===== src/vim_map.vh =====
// Constants for the virtual input function mapper: register indices,
// field widths, function codes and function vector positions.
// Assumes an APB slave whose byte address is four times the index.
//
// Functional notes
// - Code 0 does nothing, 1 is servo enable, 2 is alarm reset.
// - Code 5 is reference direction; 6 to 9 are index bits 0 to 3.
// - Code 14 is positive travel limit, 15 negative travel limit.
// - Code 18 forward jog, 19 reverse jog, 24 gear ratio select.
// - Code 28 multi-position enable, 31 home switch.
// - Code 34 emergency stop, 40 multi-speed enable; 40 is the largest.
// - Trigger mode 0: function active while the written bit is 1.
// - Trigger mode 1: function fires only on a written 0-to-1 change.
// - Virtual inputs form one 16-bit word, bit 0 is input 1.
`ifndef VIM_MAP_VH
`define VIM_MAP_VH

// Register indices (byte address is four times the index).
`define VIM_IDX_IN3_FUNC     14'h1704
`define VIM_IDX_IN3_TRIG     14'h1705
`define VIM_IDX_IN4_FUNC     14'h1706
`define VIM_IDX_IN4_TRIG     14'h1707
`define VIM_IDX_IN5_FUNC     14'h1708
`define VIM_IDX_IN5_TRIG     14'h1709
`define VIM_IDX_IN6_FUNC     14'h170A
`define VIM_IDX_IN6_TRIG     14'h170B
`define VIM_IDX_IN7_FUNC     14'h170C
`define VIM_IDX_IN7_TRIG     14'h170D
`define VIM_IDX_IN8_FUNC     14'h170E
`define VIM_IDX_IN8_TRIG     14'h170F
`define VIM_IDX_IN9_FUNC     14'h1710
`define VIM_IDX_IN9_TRIG     14'h1711
`define VIM_IDX_WORD         14'h1720
`define VIM_IDX_STATUS       14'h1721
`define VIM_IDX_STRIDE       14'h0002

// Slots, widths and reset values.
`define VIM_SLOTS            7
`define VIM_FIRST_BIT        2
`define VIM_FUNC_W           6
`define VIM_FUNC_MAX         16'h0028
`define VIM_TRIG_MAX         16'h0001
`define VIM_FUNC_RST         6'h00
`define VIM_TRIG_RST         1'b0
`define VIM_WORD_RST         16'h0000
`define VIM_NFUNC            16

// Function codes.
`define VIM_CODE_NONE        6'h00
`define VIM_CODE_SERVO_ON    6'h01
`define VIM_CODE_ALARM_RST   6'h02
`define VIM_CODE_REF_DIR     6'h05
`define VIM_CODE_REF_IDX0    6'h06
`define VIM_CODE_REF_IDX1    6'h07
`define VIM_CODE_REF_IDX2    6'h08
`define VIM_CODE_REF_IDX3    6'h09
`define VIM_CODE_POS_LIMIT   6'h0E
`define VIM_CODE_NEG_LIMIT   6'h0F
`define VIM_CODE_JOG_FWD     6'h12
`define VIM_CODE_JOG_REV     6'h13
`define VIM_CODE_GEAR_SEL    6'h18
`define VIM_CODE_MULTIPOS    6'h1C
`define VIM_CODE_HOME_SW     6'h1F
`define VIM_CODE_ESTOP       6'h22
`define VIM_CODE_MSPEED      6'h28

// Positions in the function vector and the status register.
`define VIM_FN_SERVO_ON      0
`define VIM_FN_ALARM_RST     1
`define VIM_FN_REF_DIR       2
`define VIM_FN_REF_IDX0      3
`define VIM_FN_REF_IDX1      4
`define VIM_FN_REF_IDX2      5
`define VIM_FN_REF_IDX3      6
`define VIM_FN_POS_LIMIT     7
`define VIM_FN_NEG_LIMIT     8
`define VIM_FN_JOG_FWD       9
`define VIM_FN_JOG_REV       10
`define VIM_FN_GEAR_SEL      11
`define VIM_FN_MULTIPOS      12
`define VIM_FN_HOME_SW       13
`define VIM_FN_ESTOP         14
`define VIM_FN_MSPEED        15
`define VIM_STAT_RUN_BIT     16

`endif


===== src/vim_slot.v =====
// One virtual input slot: decodes its function code and trigger mode
// into a one-hot vector of drive functions that this input asserts.
// Assumes the current and previous written bit come from registers.
`timescale 1ns/1ps
`include "vim_map.vh"

module vim_slot (
    // Configuration.
    input  wire [`VIM_FUNC_W-1:0] func_code,
    input  wire                   trig_mode,
    // Written input bit, now and one clock earlier.
    input  wire                   bit_now,
    input  wire                   bit_prev,
    // Function vector.
    output reg  [`VIM_NFUNC-1:0]  act_vec
);

    reg active;

    always @* begin
        if (trig_mode) begin
            active = bit_now & ~bit_prev;
        end else begin
            active = bit_now;
        end
        act_vec = {`VIM_NFUNC{1'b0}};
        case (func_code)
            `VIM_CODE_SERVO_ON:  act_vec[`VIM_FN_SERVO_ON]  = active;
            `VIM_CODE_ALARM_RST: act_vec[`VIM_FN_ALARM_RST] = active;
            `VIM_CODE_REF_DIR:   act_vec[`VIM_FN_REF_DIR]   = active;
            `VIM_CODE_REF_IDX0:  act_vec[`VIM_FN_REF_IDX0]  = active;
            `VIM_CODE_REF_IDX1:  act_vec[`VIM_FN_REF_IDX1]  = active;
            `VIM_CODE_REF_IDX2:  act_vec[`VIM_FN_REF_IDX2]  = active;
            `VIM_CODE_REF_IDX3:  act_vec[`VIM_FN_REF_IDX3]  = active;
            `VIM_CODE_POS_LIMIT: act_vec[`VIM_FN_POS_LIMIT] = active;
            `VIM_CODE_NEG_LIMIT: act_vec[`VIM_FN_NEG_LIMIT] = active;
            `VIM_CODE_JOG_FWD:   act_vec[`VIM_FN_JOG_FWD]   = active;
            `VIM_CODE_JOG_REV:   act_vec[`VIM_FN_JOG_REV]   = active;
            `VIM_CODE_GEAR_SEL:  act_vec[`VIM_FN_GEAR_SEL]  = active;
            `VIM_CODE_MULTIPOS:  act_vec[`VIM_FN_MULTIPOS]  = active;
            `VIM_CODE_HOME_SW:   act_vec[`VIM_FN_HOME_SW]   = active;
            `VIM_CODE_ESTOP:     act_vec[`VIM_FN_ESTOP]     = active;
            `VIM_CODE_MSPEED:    act_vec[`VIM_FN_MSPEED]    = active;
            // Code 0 and every unlisted code leave the vector clear.
            default:             act_vec = {`VIM_NFUNC{1'b0}};
        endcase
    end

endmodule


===== src/vim_top.v =====
// Virtual input function mapper for inputs 3 to 9, with an APB slave
// holding the function and trigger mode of each input and the word.
// Assumes drive_running comes from drive logic on the same clock.
`timescale 1ns/1ps
`include "vim_map.vh"

module vim_top (
    // Clock and reset.
    input  wire        pclk,
    input  wire        presetn,
    // APB slave.
    input  wire        psel,
    input  wire        penable,
    input  wire        pwrite,
    input  wire [15:0] paddr,
    input  wire [31:0] pwdata,
    output wire [31:0] prdata,
    output wire        pready,
    output wire        pslverr,
    // Drive state.
    input  wire        drive_running,
    // Drive function outputs.
    output wire        servo_on,
    output wire        alarm_reset,
    output wire        ref_dir,
    output wire        ref_index_bit0,
    output wire        ref_index_bit1,
    output wire        ref_index_bit2,
    output wire        ref_index_bit3,
    output wire        pos_limit,
    output wire        neg_limit,
    output wire        jog_fwd,
    output wire        jog_rev,
    output wire        gear_sel,
    output wire        multipos_en,
    output wire        home_switch,
    output wire        estop,
    output wire        multispeed_en
);

    ////////////////////////////////////////////////////////////////////////
    // Storage.

    reg  [`VIM_FUNC_W-1:0]  func_reg [0:`VIM_SLOTS-1];
    reg                     trig_reg [0:`VIM_SLOTS-1];
    reg  [15:0]             word_reg;
    reg  [15:0]             prev_word_reg;
    reg  [`VIM_NFUNC-1:0]   fn_reg;
    reg  [31:0]             prdata_reg;
    reg                     pready_reg;
    reg                     pslverr_reg;

    reg  [31:0]             prdata_next;
    reg                     pslverr_next;
    reg  [`VIM_NFUNC-1:0]   fn_next;

    wire [13:0]             idx;
    wire                    aligned;
    wire                    setup;
    wire                    commit;
    wire [`VIM_NFUNC*`VIM_SLOTS-1:0] slot_vec;

    assign idx     = paddr[15:2];
    assign aligned = (paddr[1:0] == 2'b00);
    assign setup   = psel & ~penable;
    // A transfer commits only at the edge that samples pready high.
    assign commit  = psel & penable & pready_reg & pwrite & ~pslverr_reg;

    ////////////////////////////////////////////////////////////////////////
    // Address decode and read data, evaluated in the setup cycle.

    always @* begin : decode
        integer k;
        reg [13:0] fidx;
        reg        hit;
        prdata_next  = 32'h0000_0000;
        pslverr_next = 1'b0;
        hit          = 1'b0;
        fidx         = `VIM_IDX_IN3_FUNC;
        for (k = 0; k < `VIM_SLOTS; k = k + 1) begin
            if (idx == fidx) begin
                hit = 1'b1;
                prdata_next = {{(32-`VIM_FUNC_W){1'b0}}, func_reg[k]};
                if (pwrite && (pwdata[15:0] > `VIM_FUNC_MAX)) begin
                    pslverr_next = 1'b1;
                end
                if (pwrite && (pwdata[31:16] != 16'h0000)) begin
                    pslverr_next = 1'b1;
                end
            end
            if (idx == fidx + 14'h0001) begin
                hit = 1'b1;
                prdata_next = {31'h0000_0000, trig_reg[k]};
                if (pwrite && (pwdata[31:0] > {16'h0000, `VIM_TRIG_MAX})) begin
                    pslverr_next = 1'b1;
                end
            end
            fidx = fidx + `VIM_IDX_STRIDE;
        end
        if (idx == `VIM_IDX_WORD) begin
            hit = 1'b1;
            prdata_next = {16'h0000, word_reg};
        end
        if (idx == `VIM_IDX_STATUS) begin
            hit = 1'b1;
            prdata_next = {15'h0000, drive_running, fn_reg};
            if (pwrite) begin
                pslverr_next = 1'b1;
            end
        end
        if (!aligned || !hit) begin
            pslverr_next = 1'b1;
            prdata_next  = 32'h0000_0000;
        end
        if (pwrite) begin
            prdata_next = 32'h0000_0000;
        end
    end

    ////////////////////////////////////////////////////////////////////////
    // APB answer: pready rises for the single access cycle of a transfer.

    always @(posedge pclk or negedge presetn) begin
        if (!presetn) begin
            pready_reg  <= 1'b0;
            pslverr_reg <= 1'b0;
            prdata_reg  <= 32'h0000_0000;
        end else begin
            pready_reg <= setup;
            if (setup) begin
                pslverr_reg <= pslverr_next;
                prdata_reg  <= prdata_next;
            end else if (penable && pready_reg) begin
                pslverr_reg <= 1'b0;
                prdata_reg  <= 32'h0000_0000;
            end
        end
    end

    assign pready  = pready_reg;
    assign pslverr = pslverr_reg;
    assign prdata  = prdata_reg;

    ////////////////////////////////////////////////////////////////////////
    // Register writes.

    always @(posedge pclk or negedge presetn) begin : writes
        integer k;
        reg [13:0] fidx;
        if (!presetn) begin
            for (k = 0; k < `VIM_SLOTS; k = k + 1) begin
                func_reg[k] <= `VIM_FUNC_RST;
                trig_reg[k] <= `VIM_TRIG_RST;
            end
            word_reg <= `VIM_WORD_RST;
            fidx     = `VIM_IDX_IN3_FUNC;
        end else begin
            fidx = `VIM_IDX_IN3_FUNC;
            for (k = 0; k < `VIM_SLOTS; k = k + 1) begin
                if (commit && (idx == fidx)) begin
                    func_reg[k] <= pwdata[`VIM_FUNC_W-1:0];
                end
                // Changing the mode mid-motion could fire a stray edge.
                if (commit && (idx == fidx + 14'h0001) && !drive_running) begin
                    trig_reg[k] <= pwdata[0];
                end
                fidx = fidx + `VIM_IDX_STRIDE;
            end
            if (commit && (idx == `VIM_IDX_WORD)) begin
                word_reg <= pwdata[15:0];
            end
        end
    end

    ////////////////////////////////////////////////////////////////////////
    // Slots for inputs 3 to 9.

    genvar g;
    generate
        for (g = 0; g < `VIM_SLOTS; g = g + 1) begin : slot
            vim_slot u_slot (
                .func_code (func_reg[g]),
                .trig_mode (trig_reg[g]),
                .bit_now   (word_reg[`VIM_FIRST_BIT+g]),
                .bit_prev  (prev_word_reg[`VIM_FIRST_BIT+g]),
                .act_vec   (slot_vec[`VIM_NFUNC*g +: `VIM_NFUNC])
            );
        end
    endgenerate

    // Several inputs mapped to one function combine as a logical OR.
    always @* begin : merge
        integer k;
        fn_next = {`VIM_NFUNC{1'b0}};
        for (k = 0; k < `VIM_SLOTS; k = k + 1) begin
            fn_next = fn_next | slot_vec[`VIM_NFUNC*k +: `VIM_NFUNC];
        end
    end

    ////////////////////////////////////////////////////////////////////////
    // Edge memory and registered function outputs.

    always @(posedge pclk or negedge presetn) begin
        if (!presetn) begin
            prev_word_reg <= `VIM_WORD_RST;
            fn_reg        <= {`VIM_NFUNC{1'b0}};
        end else begin
            prev_word_reg <= word_reg;
            fn_reg        <= fn_next;
        end
    end

    assign servo_on       = fn_reg[`VIM_FN_SERVO_ON];
    assign alarm_reset    = fn_reg[`VIM_FN_ALARM_RST];
    assign ref_dir        = fn_reg[`VIM_FN_REF_DIR];
    assign ref_index_bit0 = fn_reg[`VIM_FN_REF_IDX0];
    assign ref_index_bit1 = fn_reg[`VIM_FN_REF_IDX1];
    assign ref_index_bit2 = fn_reg[`VIM_FN_REF_IDX2];
    assign ref_index_bit3 = fn_reg[`VIM_FN_REF_IDX3];
    assign pos_limit      = fn_reg[`VIM_FN_POS_LIMIT];
    assign neg_limit      = fn_reg[`VIM_FN_NEG_LIMIT];
    assign jog_fwd        = fn_reg[`VIM_FN_JOG_FWD];
    assign jog_rev        = fn_reg[`VIM_FN_JOG_REV];
    assign gear_sel       = fn_reg[`VIM_FN_GEAR_SEL];
    assign multipos_en    = fn_reg[`VIM_FN_MULTIPOS];
    assign home_switch    = fn_reg[`VIM_FN_HOME_SW];
    assign estop          = fn_reg[`VIM_FN_ESTOP];
    assign multispeed_en  = fn_reg[`VIM_FN_MSPEED];

endmodule


===== config.mk =====
export PLATFORM = sky130hd
export DESIGN_NAME = vim_top
export DESIGN_NICKNAME = d
export VERILOG_FILES = /design/src/vim_slot.v /design/src/vim_top.v
export VERILOG_INCLUDE_DIRS = /design/src
export SDC_FILE = /design/constraint.sdc
export NUM_CORES = 1
export LEC_CHECK = 0
export BUFFER_PORTS_ARGS = -buffer_cell sky130_fd_sc_hd__clkbuf_2
export CORE_AREA = 2 2 149 151
export CTS_CLUSTER_DIAMETER = 200
export DETAILED_ROUTE_END_ITERATION = 16
export DIE_AREA = 0 0 151 153
export GPL_TIMING_DRIVEN = 0
export PLACE_DENSITY = 0.58
export SYNTH_ARGS = -nofsm -noshare
export SYNTH_HDL_FRONTEND = slang
export SYNTH_SLANG_ARGS = --single-unit

===== constraint.sdc =====
create_clock -name pclk -period 2.3 [get_ports pclk]
set_input_delay 0.115 -clock pclk [delete_from_list [all_inputs] [get_ports pclk]]
set_output_delay 0.115 -clock pclk [all_outputs]
set_load 0.02 [all_outputs]

[Word level (Yosys, flattened, before mapping)]
Cells that the tools add are included.
Word-level totals
  register bits after elaboration: 124
  input port bits: 54
  logic and storage cells: 405
Cells by class
  $lt $le $gt $ge: 2
  equality and inequality tests: 128
  mux-type cells: 195
  bitwise logic cells: 27
  reduce and logical (&&, ||, !) cells: 33
Operators with widths (number)
  32-bit two-way mux: 18
  14-bit by 13-bit == test with 1-bit output, second input constant: 16
  6-bit by 5-bit == test with 1-bit output, second input constant: 35
  1-bit two-way mux: 175
  6-bit by 4-bit == test with 1-bit output, second input constant: 28
  6-bit by 3-bit == test with 1-bit output, second input constant: 21
  16-bit bitwise OR: 6
  6-bit == test, second input constant: 14
  6-bit by 1-bit == test with 1-bit output, second input constant: 7
  6-bit by 2-bit == test with 1-bit output, second input constant: 7
  32-bit by 1-bit greater-than comparator with 1-bit output, second input constant: 1
  1-bit logical AND: 26
  16-bit by 6-bit greater-than comparator with 1-bit output, second input constant: 1
  16-bit nonzero test: 1
  1-bit AND: 12
  6-bit two-way mux: 2
  1-bit NOT: 9
  1-bit zero test: 3
  2-bit zero test: 1
  2-bit nonzero test: 1
  1-bit logical OR: 1

[Logic depth before layout (Yosys ltp)]
Gate-level depths: netlist of run 1.
  depth in word-level cells: 41
  depth in mapped cells: 8
  depth with buffers taken out: 5

[Modules after synthesis]
From an unflattened synthesis of run 1, not the netlist that was laid out.
Second synthesis, totals
  cell total of the unflattened synthesis: 701
  area total of the unflattened synthesis: 7128.1 um^2
Modules (own cells, without submodules)
  vim_top: instances 1, cells each 456, area each 5087.4 um^2, seq. area each 2677.6 um^2
  vim_slot: instances 7, cells each 35, area each 291.5 um^2, seq. area each 0.0 um^2

[Worst setup path after synthesis of run 1]
Ideal clock, no wire load.
  path kind: reg-to-reg
  from: reg pready_reg, in the netlist pready
  to: reg trig_reg[6] in the netlist's numbering
  library setup time: 125 ps
  arrival time: 1957 ps
  required time: 2175 ps
  setup slack: 218 ps
  stages on the path, launching flop included: 6
  buffers on the path: 0
  cells stage by stage: dfrtp_1 > nand4_1 > or2_2 > or4_1 > nor4_1 > mux2_2
On the way
  cells in the longest elaborated chain, start to end: 5
RTL lines
  start, declared: RTL line vim_top.v:50  | reg pready_reg;
  start signal, assigned: RTL line vim_top.v:129  | pready_reg <= setup;
  1-bit AND (3 in series): RTL line vim_top.v:67  | assign commit = psel & penable & pready_reg & pwrite & ~pslverr_reg;
  1-bit logical AND (2 in series): RTL line vim_top.v:164  | if (commit && (idx == fidx + 14'h0001) && !drive_running) begin
  end signal, assigned by index: RTL line vim_top.v:153  | trig_reg[k] <= `VIM_TRIG_RST;
  end signal, assigned by index: RTL line vim_top.v:165  | trig_reg[k] <= pwdata[0];
  end, declared: RTL line vim_top.v:45  | reg trig_reg [0:`VIM_SLOTS-1];
Every way passes these cells.
A chain may end at the register's enable or synchronous reset.

[Final worst setup path of run 1]
Same ends and word-level chain as after synthesis.

==> results of run 1 <==
## synthesized netlist by cell type (all sizes together), types with 14 or more instances
| master | number |
|---|---|
| nor3 | 14 |
| nor2b | 25 |
| nor4 | 16 |
| nand4 | 44 |
| a22oi | 23 |
| o21ai | 19 |
| mux2 | 74 |
| nand2 | 51 |
| nor2 | 30 |
| buf | 28 |
| nand3 | 18 |
| dfrtp | 107 |
| clkbuf | 27 |
## metrics by stage
| step | std cells | hold WS (ns) | util (%) | setup slack [ns] | setup TNS, ns |
|---|---|---|---|---|---|
| 5_1_grt | 1026 | 0.005347 | 34.70 | 0.009441 | 0 |
| 3_3_place_gp | 1009 | 0.3807 | 33.22 | -0.5379 | -56.35 |
| 2_1_floorplan | 648 | -0.1806 | - | 0.2182 | 0 |
| 3_5_place_dp | 1009 | 0.2873 | 33.26 | -0.09070 | -0.4866 |
| 6_report | 1026 | 0.01451 | 34.70 | 0.1522 | 0 |
| 4_1_cts | 1026 | 0.000007105 | 34.68 | 0.06923 | 0 |
## routing by layer
layer,wire length (um),share of wire (%),global-route usage (%),up-vias
li1,-,-,-,2609
met1,9828,44,27.31,2767
met2,9945,45,30.15,290
met3,2018,9.1,4.299,33
met4,481,2.2,5.696,0
met5,0,0,0,-
## area by class of cell
class / count / area, um2 / area share, %
plain buffers: 55 / 287.8 / 3.860
clock buffers: 10 / 239.0 / 3.206
clock inverters: 6 / 55.05 / 0.7385
inverters: 13 / 48.80 / 0.6546
multi-input cells: 473 / 3372 / 45.23
flip-flops and latches: 107 / 2678 / 35.92
well taps: 280 / 350.3 / 4.700
repair buffers: 82 / 424.2 / 5.690
## what timing repair did
action / in CTS / in global routing
setup endpoints to repair: 0 / 3
hold buffers: 1 / 0
endpoints found under the hold margin: 107 / 0
gates resized for setup: 0 / 1
## where the power goes
| part | internal, mW | leakage, nW | switching (mW) |
|---|---|---|---|
| Clock | 0.791 | 0.145 | 0.772 |
| Combinational | 0.0782 | 1.66 | 0.170 |
| Sequential | 1.88 | 1.49 | 0.00262 |
| Total | 2.75 | 3.30 | 0.944 |
## worst reg2reg max path, delay by kind of cell (launching register included)
kind	cells	cell delay, ns
and+or+nand+nor	4	1.31
muxes	1	0.37
DFF	1	0.36
## final timing paths
path                                   from          endpoint  slack, ns
worst max-delay path                 pready       trig_reg[6]       0.15
worst min-delay path             pwdata[10]      word_reg[10]       0.01
worst max register to register       pready       trig_reg[6]       0.15
worst min register to register  word_reg[8]  prev_word_reg[8]       0.42
max in group asynchronous           presetn        prdata[10]       1.25
min in group asynchronous           presetn      func_reg[38]       0.39
## cell families after synthesis
logic type,after synthesis,synth area share [%]
multiplexers,77,14.03
AND/OR/NAND/NOR,258,23.52
flip-flops,107,42.30
buffers and inverters,68,5.317
AO/OA/AOI/OAI,123,14.77
other,1,0.05924
==> impl_metrics.ini, run 1 <==
[final_layout]
fillCellCount = 2228
largest_register_ffs = 42
area_growth_pct = 17.77
antenna_cells = 0
fin_area_mm2 = 0.007455
drive_gt1_share_pct = 28.28
fin_nets = 795
final_common_cell = dfrtp_1
final_cell_mix = dfrtp_1 (107), clkbuf_2 (80), mux2_2 (68), nand2_1 (50), nand4_1 (43)

[logic_synthesis]
synth-seq-cells = 107
synthTopCellsByArea = dfrtp_1 (42%), mux2_2 (12%), nand4_1 (4.2%)
yosysTopAreaCellShare_pct = 42.30
syn_area_mm2 = 0.006330
synth_edf_count = 0
seq_area_frac_synth_pct = 42.30
synth_cells = 634
synth_top_area_cell = dfrtp_1
synthArstFlopShare_pct = 100.0
ys.flop_type = dfrtp_1
ys_warn_count = 0
ys_types = 69
syn_avg_cell_area_um2 = 9.984

[setup_path]
rr_worst_depth = 5
required_ns = 2.54
cp.arrival_ns = 2.39
slowest_delay_ns = 0.55
crit_family = simple AND/OR/NAND/NOR gates
path_max_fanout = 4
path_depth = 5
critPathBufInv = 0
path_cells = nand4_1, or2_2, or4_1, nor4_1, mux2_2
crit_path_top_delay_cell = or4_1
path_class = flip-flop to flip-flop
start_kind = flip-flop
endpoint_kind = flip-flop

[route]
drtIter0Drc = 628
routed_wl_um = 22270
ant_nets = 0
post_drt_wl_per_cell_um = 21.71
viasPerCell = 5.555
route.detailed.drc = 0
vias = 5699
drt-pass1-iter-count = 5

[timing]
worstMarginPinSlew_ns = 0.9146
timing.fmax_mhz = 465.6
period_share_pct = 93.38
final.min_clock_period_ns = 2.148
slew_viol_final = 0
setup_violations = 0
rsz0062_at_grt = no
relSlewSlack_pct = 38.56
finalHoldViolCount = 0
fin_skew_ns = 0.01306

[place]
place.gp.congestion = 0.9724
dpl.hpwl_um = 17210
port_buffers = 81
place_area_mm2 = 0.007147

[global_routing]
grt_antenna_before_repair = 0
track_usage_pct = 19.49
grt-ovfl-total = 0
grt_pass1_wl_um = 33700
grt_max_degree = 108
grt_pass1_vias = 5503

[clock_tree]
cts.sinks = 107
htreeDepth = 3
cts.clk_slew.worst_paths_ns = 0.08
clkLatencyLatePin_ns = 0.36
cts_tree = done
clockBufferDepth = 2
cts_setup_buffers = 0
cts-root-buf = clkbuf_16
cts_made_buffers = 9

[flow_run]
max-cap-violations = 0

[power_and_ir_drop]
total_power_mw = 3.696
leakage_nw = 3.302
vdd_drop_max_v = 0.0002683
p_per_area_mw_per_mm2 = 495.8

[floorplan]
die_h_um = 153
start_util_pct = 29.46
die_w_um = 151
rows = 54
die_area_mm2 = 0.02310
core_area_mm2 = 0.02149
ios = 104

[min_path]
min_path_type = primary input to flip-flop
hold_path_depth = 2

[run_status]
status = finished clean
Power figures use the tool's default switching activity.
==> run 2: changes to the inputs <==
CORE_AREA = 2 2 142 158   (was 2 2 149 151)
DIE_AREA = 0 0 144 160   (was 0 0 151 153)
SLEW_MARGIN = 20   (was not set)
==> run 2 against run 1 <==
Effect of this change:
- combinational power up 3%
- sequential share of layout area down 0.43 points
- critical path depth unchanged
- global-route usage up 0.085 points
- total power up 3.5%
- register-to-register slack worse by 0.04 ns
- final cell count up 1.7%
- non-clock buffer count up 2
- routed wire length up 0.89%
- clock-buffer cell count down 1
- critical path type unchanged
- critical endpoint is now fn_reg[0]
- largest cell class unchanged
- highest routed layer is now met5
==> impl_metrics.ini, run 2 (synthesized netlist as in run 1, its figures left out) <==
[place]
dpl.hpwl_um = 17510
place.gp.congestion = 0.9386
port_buffers = 81

[route]
drtIter0Drc = 547
routed_wl_um = 22470
viasPerCell = 5.465
drt-pass1-iter-count = 5
route.detailed.drc = 0
vias = 5700
post_drt_wl_per_cell_um = 21.55
ant_nets = 0

[setup_path]
endpoint_kind = flip-flop
cp.arrival_ns = 2.45
path_max_fanout = 9
required_ns = 2.56
rr_worst_depth = 5
slowest_delay_ns = 0.72
crit_path_top_delay_cell = nor4_1
path_class = flip-flop to flip-flop
path_cells = clkbuf_1, nand2b_1, nor4_1, a22oi_1, nand4_1
start_kind = flip-flop

[clock_tree]
clockBufferDepth = 2
cts.sinks = 107
cts.clk_slew.worst_paths_ns = 0.08
cts-root-buf = clkbuf_16
cts_tree = done
clkLatencyLatePin_ns = 0.36
cts_made_buffers = 9
cts_setup_buffers = 0
htreeDepth = 3

[timing]
rsz0062_at_grt = no
finalHoldViolCount = 0
hold_ws_ns = 0.01298
period_share_pct = 94.97
fin_skew_ns = 0.01491
relSlewSlack_pct = 37.49
final.min_clock_period_ns = 2.184
slew_viol_final = 0
worstMarginPinSlew_ns = 0.9290
setup_violations = 0
timing.fmax_mhz = 457.8

[global_routing]
grt_pass1_vias = 5565
grt-ovfl-total = 0
track_usage_pct = 19.58
grt_antenna_before_repair = 1
grt_max_degree = 89
grt_pass1_wl_um = 33810

[min_path]
hold_path_depth = 2
min_path_type = primary input to flip-flop

[floorplan]
die_h_um = 160
rows = 57
die_area_mm2 = 0.02304
die_w_um = 144
ios = 104
start_util_pct = 29.29
core_area_mm2 = 0.02161

[power_and_ir_drop]
p_per_area_mw_per_mm2 = 507.0
leakage_nw = 3.327
total_power_mw = 3.825
vdd_drop_max_v = 0.0002975

[final_layout]
fin_nets = 797
final_cell_mix = dfrtp_1 (107), clkbuf_2 (80), mux2_2 (68), nand2_1 (50), nand4_1 (43)
area_growth_pct = 19.19
fillCellCount = 2221
final_common_cell = dfrtp_1
antenna_cells = 0
drive_gt1_share_pct = 28.61
largest_register_ffs = 42

[run_status]
status = finished clean

[flow_run]
max-cap-violations = 0
run 2: final timing paths:
path | slack [ns] | startpoint | endpoint
hold reg to reg | 0.42 | word_reg[8] | prev_word_reg[8]
hold / removal | 0.01 | pwdata[12] | word_reg[12]
setup reg to reg | 0.12 | func_reg[12] | fn_reg[0]
setup / recovery | 0.12 | func_reg[12] | fn_reg[0]
min in group asynchronous | 0.18 | presetn | prdata[16]
max in group asynchronous | 1.43 | presetn | prdata[10]
run 2: per-layer routing:
layer	up-vias	track usage, %	share of wire [%]
li1	2618	-	-
met5	-	0	0.053
met1	2771	25.25	43
met3	57	3.598	6.2
met4	2	7.932	3.8
met2	252	32.21	47
run 2: final cells by class:
class,instances,area (um2),share of cell area (%)
multi-input combinational,473,3381,44.81
sequential,107,2678,35.49
timing repair buffer,84,461.7,6.119
tap,295,369.1,4.892
buffer,55,287.8,3.814
clock buffer,9,225.2,2.985
clock inverter,7,93.84,1.244
inverter,13,48.80,0.6468
run 2: critical path: cells and delay by family (launching register included):
| family | cells | cell delay (ns) |
|---|---|---|
| AOI/OAI and AO/OA | 1 | 0.29 |
| buffers and inverters | 1 | 0.41 |
| DFF | 1 | 0.32 |
| and+or+nand+nor | 3 | 1.08 |
run 2: repair_timing:
action                     in CTS  in global routing
cloned                          0                  0
hold buffers                    2                  0
hold endpoints to repair      108                  0
resized for setup               1                  2
setup endpoints to repair       2                  6
run 2: where the power goes:
part	internal [mW]	switching, mW	leakage, nW	total, mW
Clock	0.877	0.807	0.153	1.68
Combinational	0.0842	0.172	1.68	0.256
Sequential	1.88	0.00285	1.49	1.89
run 2: per-stage QoR:
step	instances	cell area, um2	utilization (%)	setup TNS, ns	worst slack (ns)
after floorplan	648	6382	-	0	0.2182
after detailed placement	1025	7193	33.29	-2.568	-0.2023
final	1043	7545	34.91	0	0.1157
after CTS	1043	7536	34.87	0	0.09569
after global routing	1043	7545	34.91	0	0.05960
after global placement	1024	7157	33.12	-52.40	-0.4798
==> run 3: changes to the inputs <==
CTS_CLUSTER_DIAMETER = not set   (was 200)
PLACE_DENSITY = 0.57   (was 0.58)
RECOVER_POWER = 100   (was not set)
==> run 3 against run 2 <==
Effect of this change:
- sequential power hardly changed
- sequential share of layout area is 0.56 points higher
- die area stayed put
- clock-buffer cell count is 1 higher
- non-clock buffer count is 1 lower
- routed wire length is 0.39% lower
- critical endpoint is now trig_reg[6]
- largest power group unchanged
- highest routed layer is now met4
==> impl_metrics.ini, run 3 (synthesized netlist as in run 1, its figures left out) <==
[clock_tree]
clkLatencyLatePin_ns = 0.37
cts_made_buffers = 9
cts.sinks = 107
cts-root-buf = clkbuf_16
cts.clk_slew.worst_paths_ns = 0.08
htreeDepth = 3
cts_setup_buffers = 0
cts_tree = done
clockBufferDepth = 2

[final_layout]
final_cell_mix = dfrtp_1 (107), mux2_2 (67), clkbuf_1 (64), nand2_1 (51), clkbuf_2 (47)
largest_register_ffs = 42
stdcell_count = 1042
area_growth_pct = 17.34
final_common_cell = dfrtp_1
fin_nets = 796
drive_gt1_share_pct = 22.76
fin_area_mm2 = 0.007427
fillCellCount = 2268
antenna_cells = 0
final_core_utilization_pct = 34.37

[setup_path]
endpoint_kind = flip-flop
cp.arrival_ns = 2.45
path_cells = nand4_1, or2_0, or4_1, nor4_1, mux2_2
crit_path_top_delay_cell = or4_1
path_class = flip-flop to flip-flop
start_kind = flip-flop
required_ns = 2.55
slowest_delay_ns = 0.58
path_max_fanout = 4

[place]
dp_slack_ns = -0.1218
dp_cells = 1025
dpl.hpwl_um = 17450
place.gp.congestion = 0.9793
place_area_mm2 = 0.007193
port_buffers = 81

[global_routing]
track_usage_pct = 19.50
grt_pass1_vias = 5564
grt_antenna_before_repair = 1
grt_pass1_wl_um = 33570
grt_max_degree = 91
grt-ovfl-total = 0

[floorplan]
die_area_mm2 = 0.02304
die_w_um = 144
start_util_pct = 29.29
core_area_mm2 = 0.02161
ios = 104
rows = 57
die_h_um = 160

[timing]
timing.setup.tns_ns = 0
fin_skew_ns = 0.01849
timing.fmax_mhz = 453.4
slew_viol_final = 0
rsz0062_at_grt = no
hold_ws_ns = 0.01283
setup_slack_ns = 0.09425
setup_violations = 0
period_share_pct = 95.90
relSlewSlack_pct = 32.66
finalHoldViolCount = 0
worstMarginPinSlew_ns = 1.010
final.min_clock_period_ns = 2.206

[power_and_ir_drop]
leakage_nw = 3.159
total_power_mw = 3.773
vdd_drop_max_v = 0.0003545
p_per_area_mw_per_mm2 = 508.0

[min_path]
min_path_type = primary input to flip-flop

[route]
drtIter0Drc = 598
route.detailed.drc = 0
vias = 5721
post_drt_wl_per_cell_um = 21.48
viasPerCell = 5.490
drt-pass1-iter-count = 5
ant_nets = 0
routed_wl_um = 22390

[run_status]
status = finished clean

[flow_run]
max-cap-violations = 0
## run 3: changes by cell type in the layout (fill, tap and decap cells not counted), moves of 2 or more
cell      before  now
and2_1         7    5
and2_0         0    2
clkbuf_1      27   64
clkbuf_2      80   47
a21bo_1        0    2
a21bo_2        6    4
buf_2          5    3
## run 3: worst paths after layout
path | from | to | slack, ns | depth (start not counted)
setup / recovery | pready | trig_reg[6] | 0.09 | 5
hold / removal | pwdata[6] | word_reg[6] | 0.01 | 2
setup reg to reg | pready | trig_reg[6] | 0.09 | 5
hold reg to reg | word_reg[8] | prev_word_reg[8] | 0.43 | 0
max in group asynchronous | presetn | word_reg[9] | 0.49 | 3
min in group asynchronous | presetn | func_reg[29] | 0.44 | 2
## run 3: routing by layer
metal	part of all wire (%)	up-vias	global-route usage [%]
met5	0	-	0
met4	3.2	0	6.417
met3	6.5	44	3.748
met2	48	235	32.40
met1	43	2824	25.39
li1	-	2618	-
## run 3: area by class of cell
class / count / area [um2] / area share, %
plain buffers: 55 / 280.3 / 3.774
clock buffers: 10 / 239.0 / 3.218
clock inverters: 6 / 71.32 / 0.9602
inverters: 13 / 48.80 / 0.6570
multi-input cells: 473 / 3359 / 45.23
flip-flops and latches: 107 / 2678 / 36.05
well taps: 295 / 369.1 / 4.970
repair buffers: 83 / 381.6 / 5.138
## run 3: worst max-delay path, delay by kind of cell, from the launching register on
kind / cells / cell delay, ns
flip-flops: 1 / 0.38
multiplexers: 1 / 0.37
AND/OR/NAND/NOR: 4 / 1.34
## run 3: what timing repair did
| action | in CTS | in global routing |
|---|---|---|
| gates resized for setup | 0 | 3 |
| hold buffers | 1 | 0 |
| endpoints found under the setup margin | 0 | 3 |
| endpoints found under the hold margin | 107 | 0 |
## run 3: report_power, final
group	switching [mW]	internal, mW	leakage [nW]	total [mW]
registers	0.00273	1.88	1.49	1.89
logic	0.166	0.0770	1.52	0.243
clock network	0.757	0.887	0.151	1.64
total	0.926	2.85	3.16	3.77
